[src/verilog/dac_vol_consts.svh]
// Offsets, field positions, reset values and timing counts of the playback control block
`ifndef DAC_VOL_CONSTS_SVH
`define DAC_VOL_CONSTS_SVH

// Register offsets on the control port
`define VOL_LEFT_OFS    8'h41
`define VOL_RIGHT_OFS   8'h42
`define HSET_OFS        8'h43
`define DRC1_OFS        8'h44

// Reset values
`define VOL_RST         8'h00
`define HSET_RST        8'h00
`define DRC1_RST        8'h0f
`define THR_RST_DB      5'h0c
`define HYST_RST_DB     2'h3

// Field positions
`define HSET_EN_BIT     7
`define DRC_LEFT_BIT    6
`define DRC_RIGHT_BIT   5

// Volume code limits in half-decibel steps
`define VOL_MAX         8'h30
`define VOL_MIN         8'h81
`define VOL_RSVD        8'h80

// Debounce timing from the 1 MHz reference tick
`define REF_HZ          1000000
`define MS_PER_SEC      1000
`define TICKS_PER_MS    (`REF_HZ / `MS_PER_SEC)
`define DBN_SAMPLES     4'h8
`define HS_MAX_IVAL_MS  7'h40

`endif

[src/verilog/dac_vol_pkg.sv]
// Types shared by the playback volume, headset and compressor control block
package dac_vol_pkg;

    // One stereo sample pair, index 0 is left
    typedef struct packed {
        logic [15:0] left;
        logic [15:0] right;
    } stereo_s;

    // State of one debounce filter
    typedef struct packed {
        logic [1:0] cand;   // Value being qualified
        logic [1:0] stat;   // Accepted value
        logic [3:0] hits;   // Equal samples seen in a row
        logic [6:0] age;    // Milliseconds since last sample
    } dbn_s;

    // Whole state of the block
    typedef struct packed {
        logic [1:0][7:0]  vol;      // Programmed gain codes
        logic [1:0][7:0]  cur;      // Soft-stepped gain codes
        logic             half;     // Alternate-sample phase
        logic             hs_en;    // Detection enable
        logic [2:0]       hs_deb;   // Insertion debounce select
        logic [1:0]       btn_deb;  // Button debounce select
        logic [7:0]       drc;      // Compressor control byte
        logic [9:0]       us;       // Reference ticks in this millisecond
        logic             ms_p;     // Millisecond pulse
        dbn_s             hs;       // Insertion filter
        dbn_s             btn;      // Button filter
        logic [1:0][15:0] out;      // Scaled samples
        logic             out_vld;  // Scaled samples valid
        logic [1:0]       drc_en;   // Compressor enables to the stage
        logic [4:0]       thr_db;   // Threshold magnitude in dB
        logic [1:0]       hyst_db;  // Hysteresis in dB
        logic [7:0]       rdata;    // Read data
        logic             rvalid;   // Read data valid
    } regs_s;

endpackage

[src/verilog/dac_volume_headset_drc_regs.sv]
// Digital gain, headset detection and compressor control registers of the playback path
`timescale 1ns/1ns

module dac_volume_headset_drc_regs
    import dac_vol_pkg::*;
(
    input  wire logic        mclk_i,           // System clock
    input  wire logic        rst_i,            // Synchronous reset
    input  wire logic        reg_wr_i,         // Register write strobe
    input  wire logic        reg_rd_i,         // Register read strobe
    input  wire logic [7:0]  reg_addr_i,       // Register offset
    input  wire logic [7:0]  reg_wdata_i,      // Write data
    output logic      [7:0]  reg_rdata_o,      // Read data
    output logic             reg_rvalid_o,     // Read data valid
    input  wire logic [1:0]  step_mode_i,      // Soft-step rate select
    input  wire logic        tick_1mhz_i,      // Reference tick
    input  wire logic [1:0]  headset_sense_i,  // Raw insertion state
    input  wire logic        button_i,         // Raw button state
    input  wire logic        sample_valid_i,   // Routed sample strobe
    input  wire stereo_s     sample_i,         // Routed samples
    output logic             sample_valid_o,   // Scaled sample strobe
    output stereo_s          sample_o,         // Scaled samples
    output logic [1:0]       headset_status_o, // Debounced insertion state
    output logic             button_o,         // Debounced button state
    output logic [1:0]       drc_en_o,         // Compressor enables, bit 0 left
    output logic [4:0]       drc_thr_db_o,     // Threshold magnitude in dB
    output logic [1:0]       drc_hyst_db_o     // Hysteresis in dB
);

`include "dac_vol_consts.svh"

    regs_s q;    // Registered state
    regs_s n;    // Next state

    // Fraction of an octave as gain mantissa, 1.0 is 17'h10000
    function automatic logic [16:0] mant(input logic [3:0] frac);
        unique case (frac)
            4'h0:    mant = 17'h10000;
            4'h1:    mant = 17'h0f1b1;
            4'h2:    mant = 17'h0e42c;
            4'h3:    mant = 17'h0d766;
            4'h4:    mant = 17'h0cb59;
            4'h5:    mant = 17'h0bff9;
            4'h6:    mant = 17'h0b53b;
            4'h7:    mant = 17'h0ab15;
            4'h8:    mant = 17'h0a189;
            4'h9:    mant = 17'h09881;
            4'ha:    mant = 17'h08ff3;
            4'hb:    mant = 17'h087e9;
            default: mant = 17'h10000;
        endcase
    endfunction

    // Reserved codes fold onto the nearest usable gain
    function automatic logic [7:0] vol_clamp(input logic [7:0] code);
        if (!code[7] && (code > `VOL_MAX)) begin
            vol_clamp = `VOL_MAX;
        end else if (code == `VOL_RSVD) begin
            vol_clamp = `VOL_MIN;
        end else begin
            vol_clamp = code;
        end
    endfunction

    // Scale one sample by a half-dB code, octave shift plus mantissa
    function automatic logic [15:0] apply_gain(input logic [15:0] s, input logic [7:0] code);
        logic [7:0]         steps;
        logic [3:0]         oct;
        logic [3:0]         frac;
        logic signed [33:0] p;
        logic signed [40:0] w;
        steps = 8'(`VOL_MAX - code);               // Steps below +24 dB
        oct   = 4'(steps / 8'h0c);                 // Twelve steps per octave
        frac  = 4'(steps % 8'h0c);
        p     = $signed(s) * $signed({1'b0, mant(frac)});
        w     = $signed({{7{p[33]}}, p}) <<< 4;    // Headroom for +24 dB
        w     = w >>> (5'h10 + 5'(oct));
        if (w > 41'sh7fff) begin
            apply_gain = 16'h7fff;                 // Saturate high
        end else if (w < -41'sh8000) begin
            apply_gain = 16'h8000;                 // Saturate low
        end else begin
            apply_gain = w[15:0];
        end
    endfunction

    // One debounce filter step, a sample is taken every ival milliseconds
    function automatic dbn_s dbn_step(input dbn_s d, input logic [1:0] raw,
                                      input logic ms_p, input logic [6:0] ival);
        dbn_step = d;
        if (ms_p) begin
            if ((d.age + 7'h01) >= ival) begin
                dbn_step.age = 7'h00;              // Sample point
                if (raw != d.cand) begin
                    dbn_step.cand = raw;           // New candidate restarts window
                    dbn_step.hits = 4'h1;
                end else if (d.hits < `DBN_SAMPLES) begin
                    dbn_step.hits = d.hits + 4'h1;
                    if ((d.hits + 4'h1) == `DBN_SAMPLES) begin
                        dbn_step.stat = d.cand;    // Stable across window
                    end
                end
            end else begin
                dbn_step.age = d.age + 7'h01;
            end
        end
    endfunction

    // Next-state logic
    always_comb begin
        logic       step_now;
        logic [7:0] tgt;
        logic [6:0] hs_ival;
        logic [6:0] btn_ival;
        n        = q;
        n.ms_p   = 1'b0;
        n.rvalid = 1'b0;
        n.out_vld = 1'b0;
        step_now = 1'b0;
        tgt      = 8'h00;
        hs_ival  = 7'h00;
        btn_ival = 7'h00;

        // Millisecond pulse from the reference tick
        if (tick_1mhz_i) begin
            if (q.us == 10'(`TICKS_PER_MS - 1)) begin
                n.us   = 10'h000;
                n.ms_p = 1'b1;
            end else begin
                n.us = q.us + 10'h001;
            end
        end

        // Register writes, status bits are read-only
        if (reg_wr_i) begin
            unique case (reg_addr_i)
                `VOL_LEFT_OFS:  n.vol[0] = reg_wdata_i;
                `VOL_RIGHT_OFS: n.vol[1] = reg_wdata_i;
                `HSET_OFS: begin
                    n.hs_en   = reg_wdata_i[`HSET_EN_BIT];
                    n.hs_deb  = reg_wdata_i[4:2];
                    n.btn_deb = reg_wdata_i[1:0];
                end
                `DRC1_OFS:      n.drc = reg_wdata_i;
                default: ;                                        // Other offsets ignored
            endcase
        end

        // Register reads, one cycle later with a valid pulse
        if (reg_rd_i) begin
            n.rvalid = 1'b1;
            unique case (reg_addr_i)
                `VOL_LEFT_OFS:  n.rdata = q.vol[0];
                `VOL_RIGHT_OFS: n.rdata = q.vol[1];
                `HSET_OFS:      n.rdata = {q.hs_en, q.hs.stat, q.hs_deb, q.btn_deb};
                `DRC1_OFS:      n.rdata = q.drc;
                default:        n.rdata = 8'h00;                  // Unmapped reads zero
            endcase
        end

        // Soft stepping: per sample, per two samples, or immediate
        if (sample_valid_i) begin
            n.half = ~q.half;
        end
        step_now = sample_valid_i && ((step_mode_i == 2'b00) ||
                                      ((step_mode_i == 2'b01) && q.half));
        for (int c = 0; c < 2; c++) begin
            tgt = vol_clamp(q.vol[c]);
            if (step_mode_i[1]) begin
                n.cur[c] = tgt;                                   // Stepping off
            end else if (step_now && ($signed(q.cur[c]) < $signed(tgt))) begin
                n.cur[c] = q.cur[c] + 8'h01;
            end else if (step_now && ($signed(q.cur[c]) > $signed(tgt))) begin
                n.cur[c] = q.cur[c] - 8'h01;
            end
        end

        // Scale samples with the current stepped gain
        if (sample_valid_i) begin
            n.out[0]  = apply_gain(sample_i.left, q.cur[0]);
            n.out[1]  = apply_gain(sample_i.right, q.cur[1]);
            n.out_vld = 1'b1;
        end

        // Insertion debounce, reserved selects act as the longest window
        hs_ival = (q.hs_deb > 3'h5) ? `HS_MAX_IVAL_MS : 7'(7'h02 << q.hs_deb);
        unique case (q.btn_deb)
            2'b01:   btn_ival = 7'h01;
            2'b10:   btn_ival = 7'h02;
            2'b11:   btn_ival = 7'h04;
            default: btn_ival = 7'h00;
        endcase
        if (!q.hs_en) begin
            n.hs  = '0;                                           // Disabled reads 00
            n.btn = '0;
        end else begin
            n.hs = dbn_step(q.hs, headset_sense_i, q.ms_p, hs_ival);
            if (q.btn_deb == 2'b00) begin
                n.btn      = '0;                                  // No filtering
                n.btn.stat = {1'b0, button_i};
            end else begin
                n.btn = dbn_step(q.btn, {1'b0, button_i}, q.ms_p, btn_ival);
            end
        end

        // Compressor settings toward the stage
        n.drc_en  = {q.drc[`DRC_RIGHT_BIT], q.drc[`DRC_LEFT_BIT]};
        n.thr_db  = (q.drc[4:2] == 3'h7) ? 5'h15 :
                    5'(5'h03 * ({2'b00, q.drc[4:2]} + 5'h01));
        n.hyst_db = q.drc[1:0];
    end

    // State register
    always_ff @(posedge mclk_i) begin
        if (rst_i) begin
            q         <= '0;
            q.vol     <= {`VOL_RST, `VOL_RST};
            q.cur     <= {`VOL_RST, `VOL_RST};
            q.drc     <= `DRC1_RST;
            q.thr_db  <= `THR_RST_DB;
            q.hyst_db <= `HYST_RST_DB;
        end else begin
            q <= n;
        end
    end

    // Outputs straight from the state register
    assign reg_rdata_o      = q.rdata;
    assign reg_rvalid_o     = q.rvalid;
    assign sample_valid_o   = q.out_vld;
    assign sample_o.left    = q.out[0];
    assign sample_o.right   = q.out[1];
    assign headset_status_o = q.hs.stat;
    assign button_o         = q.btn.stat[0];
    assign drc_en_o         = q.drc_en;
    assign drc_thr_db_o     = q.thr_db;
    assign drc_hyst_db_o    = q.hyst_db;
endmodule

[config.mk]
export PLATFORM = sky130hd
export DESIGN_NAME = dac_volume_headset_drc_regs
export DESIGN_NICKNAME = d
export VERILOG_FILES = /design/src/verilog/dac_vol_pkg.sv /design/src/verilog/dac_volume_headset_drc_regs.sv
export VERILOG_INCLUDE_DIRS = /design/src /design/src/verilog
export SDC_FILE = /design/constraint.sdc
export NUM_CORES = 2
export LEC_CHECK = 0
export ABC_CLOCK_PERIOD_IN_PS = 10570
export BUFFER_PORTS_ARGS = -buffer_cell sky130_fd_sc_hd__buf_2
export CAP_MARGIN = 10
export CORE_AREA = 3 3 300 302
export CTS_CLUSTER_SIZE = 16
export DETAILED_ROUTE_END_ITERATION = 8
export DIE_AREA = 0 0 303 305
export PLACE_DENSITY_LB_ADDON = 0.3
export SYNTH_ARGS = -nofsm -noshare
export SYNTH_HDL_FRONTEND = slang
export SYNTH_SLANG_ARGS = --single-unit
[constraint.sdc]
create_clock -name mclk_i -period 10.57 [get_ports mclk_i]
set_clock_uncertainty 0.1 [all_clocks]
set_input_delay 2.114 -clock mclk_i [delete_from_list [all_inputs] [get_ports mclk_i]]
set_output_delay 2.114 -clock mclk_i [all_outputs]
set_load 0.005 [all_outputs]
==> flow_metrics.tcl <==
set metrics [dict create \
    num_vias 27300 \
    dpl.cell_count 5229 \
    hold_class "flop to flop" \
    setup-violations-final 9 \
    yosysMostFrequentCell "inv_1" \
    clk_pin_slew_worst_paths_ps 70 \
    synth_top_family_by_area "adder cells" \
    core_um2 88000 \
    setup_tns_ps -233 \
    synth_top_area_cell "fa_1" \
    start_kind "flop" \
    grtUsageMet3 0.0128 \
    final_cells 5364 \
    root_buffer "clkbuf_16" \
    avgSynthCellArea_um2 8.05 \
    muxShareOfSynthArea 0.0244 \
    outcome "finished with violations" \
    synthArstFlopShare 0 \
    grt_max_degree 89 \
    cts.sinks 137 \
    yosys.area.top_type_share 0.273 \
    slew_violations 0 \
    synth_area_um2 30500 \
    drcViolationCount 0 \
    rows 109 \
    syn2layout_area_growth_pct 23.8 \
    grt_pass1_wl_mm 145 \
    violations "setup timing" \
    syn_inst 3791 \
    yosysWarnings 0 \
    fmax_ghz 0.0942 \
    ctsHoldBuffers 0 \
    place_hpwl_mm 68.9 \
    hold_ws_ps 357 \
    avgViaCountPerCell 5.10 \
    cp-end-kind "flop" \
    synth_cell_types 91 \
    cts_buffers 17 \
    slowest_delay_ps 580 \
    die_x_um 303 \
    crit_type "flop to flop" \
    wl_mm 88.4 \
    place_congestion 0.886 \
    drv_cap 0 \
    io_pins 113 \
    synth-simple-area-share 0.206 \
    yosysSeqAreaShare 0.0899 \
    finalCritPeriodShare 1.00 \
    drt_iter0_markers 1572 \
    grt_pass1_vias 27800 \
    synth-compound-area-share 0.149 \
    crit_path_max_fanout 7 \
    wl_per_cell_um 16.5 \
    synth_area_leaders "fa_1, ha_1, dfxtp_1, inv_1, and2_1" \
    firstDrtPassIters 6 \
    rsz0062_at_grt "true" \
    grt_use_met1 0.247 \
    ant_nets 0 \
    period_needed_ps 10620 \
    synthXorXnorAreaFrac 0.0273 \
    grt.busiest_layer "met2" \
    syn-num-nets 4568 \
    final_hold_viol_count 0 \
    grt_usage 0.191 \
    critPathArrivalTime_ps 10850 \
    slew_headroom 0.328 \
    required_ps 10810 \
    h-tree-depth 4 \
    design_area_um2 37800 \
    synth_edf_count 0 \
    placed_area_um2 34800 \
    cts.path.max_buffers 2 \
    dieArea_um2 92400 \
    crit_top_cell "fa_1" \
    ys_top_cells_by_count "inv_1, nand2_1, fa_1" \
    antenna_found_initial 1 \
    clock_latency_ps 430 \
    die_h_um 305 \
    fin_nets 4962 \
    globalRouteMet2Util 0.346 \
    grt-ovfl-total 0 \
    worst_slew_pin_slew_ps 1010 \
    cts_tree "done" \
    slowest_stage "fa_1" \
    port_buffers 112 \
    ys_ff_latch 137 \
    synth_adder_area_share 0.397 \
    synthFlopType "dfxtp_1" \
    drive_gt1_frac 0.229 \
    postLayoutSetupSlackWorst_ps -45.5 \
    start_util 0.347 \
]
-- critical path, delay by kind of cell, from the launching register on --
family	cells	cell delay, ps
compound gates	18	2890
fa+ha+maj	8	3560
buf+inv	10	1290
flops	1	340
simple gates	10	2320
-- state kept, by name, indices dropped and copies added (netlist names) --
register          cells
reg_rdata_o           8
headset_status_o      2
drc_en_o              2
drc_hyst_db_o         2
n                     4
button_o              1
sample_o             32
reg_rvalid_o          1
sample_valid_o        1
drc_thr_db_o          5
q                    79
-- routing by layer --
metal / up-vias / share of wire
met5: - / 0
met4: 0 / 0.018
met3: 100 / 0.026
met2: 468 / 0.52
met1: 13600 / 0.44
li1: 13200 / -
-- stage by stage --
stage                     utilization  setup slack [ps]
final                           0.429             -45.5
after global routing            0.429              -520
after CTS                       0.413              -116
after detailed placement        0.396              -386
after global placement          0.396              -346
after floorplan                     -             -6.13
-- timing repair --
action,4_1_cts,5_1_grt
pin swaps,99,202
gates resized for setup,111,218
cloned,1,4
endpoints found under the setup margin,30,30
setup buffers,35,67
-- cell usage in the layout, fill, tap and decap left out, drive strengths merged, types with 54 or more instances in the layout --
cell type  Yosys  layout
inv          562     568
o21ai        117     117
ha           302     302
xnor2         57      57
a21o          61      61
fa           416     416
a21oi        205     205
nand3         76      76
a211oi        54      54
mux2i         62      62
buf           81     618
nor2         237     237
nand2        431     431
and2         283     283
dfxtp        137     137
-- cells by family (layout without fill, tap and decap cells) --
logic type      after synthesis  count (layout)
other cells                   0               1
fa+ha+maj                   718             718
flops                       137             137
simple gates               1280            1280
mux                          73              73
compound gates              683             684
buf+inv                     807            1213
xor+xnor                     93              93
-- final timing paths --
kind                                           from                        end  slack, ps  cells after the start
worst max-delay path            q[107]$_SDFFE_PP0P_  sample_o[19]$_SDFFE_PP0P_        -50                     46
worst min-delay path             q[99]$_SDFFE_PP0P_         q[99]$_SDFFE_PP0P_        360                      2
worst max register to register  q[107]$_SDFFE_PP0P_  sample_o[19]$_SDFFE_PP0P_        -50                     46
worst min register to register   q[99]$_SDFFE_PP0P_         q[99]$_SDFFE_PP0P_        360                      2
-- cell type report --
cell class / instances / area [um^2]
multi-input combinational: 2848 / 26000
timing repair buffer: 619 / 4770
fill: 8804 / 50200
antenna: 1 / 2.50
sequential: 137 / 2750
clock buffer: 18 / 429
clock inverter: 14 / 209
inverter: 562 / 2110
tap: 1165 / 1460
Power is not shown: default switching activity piles up to over one toggle a cycle in this logic, so the estimate is an artifact.
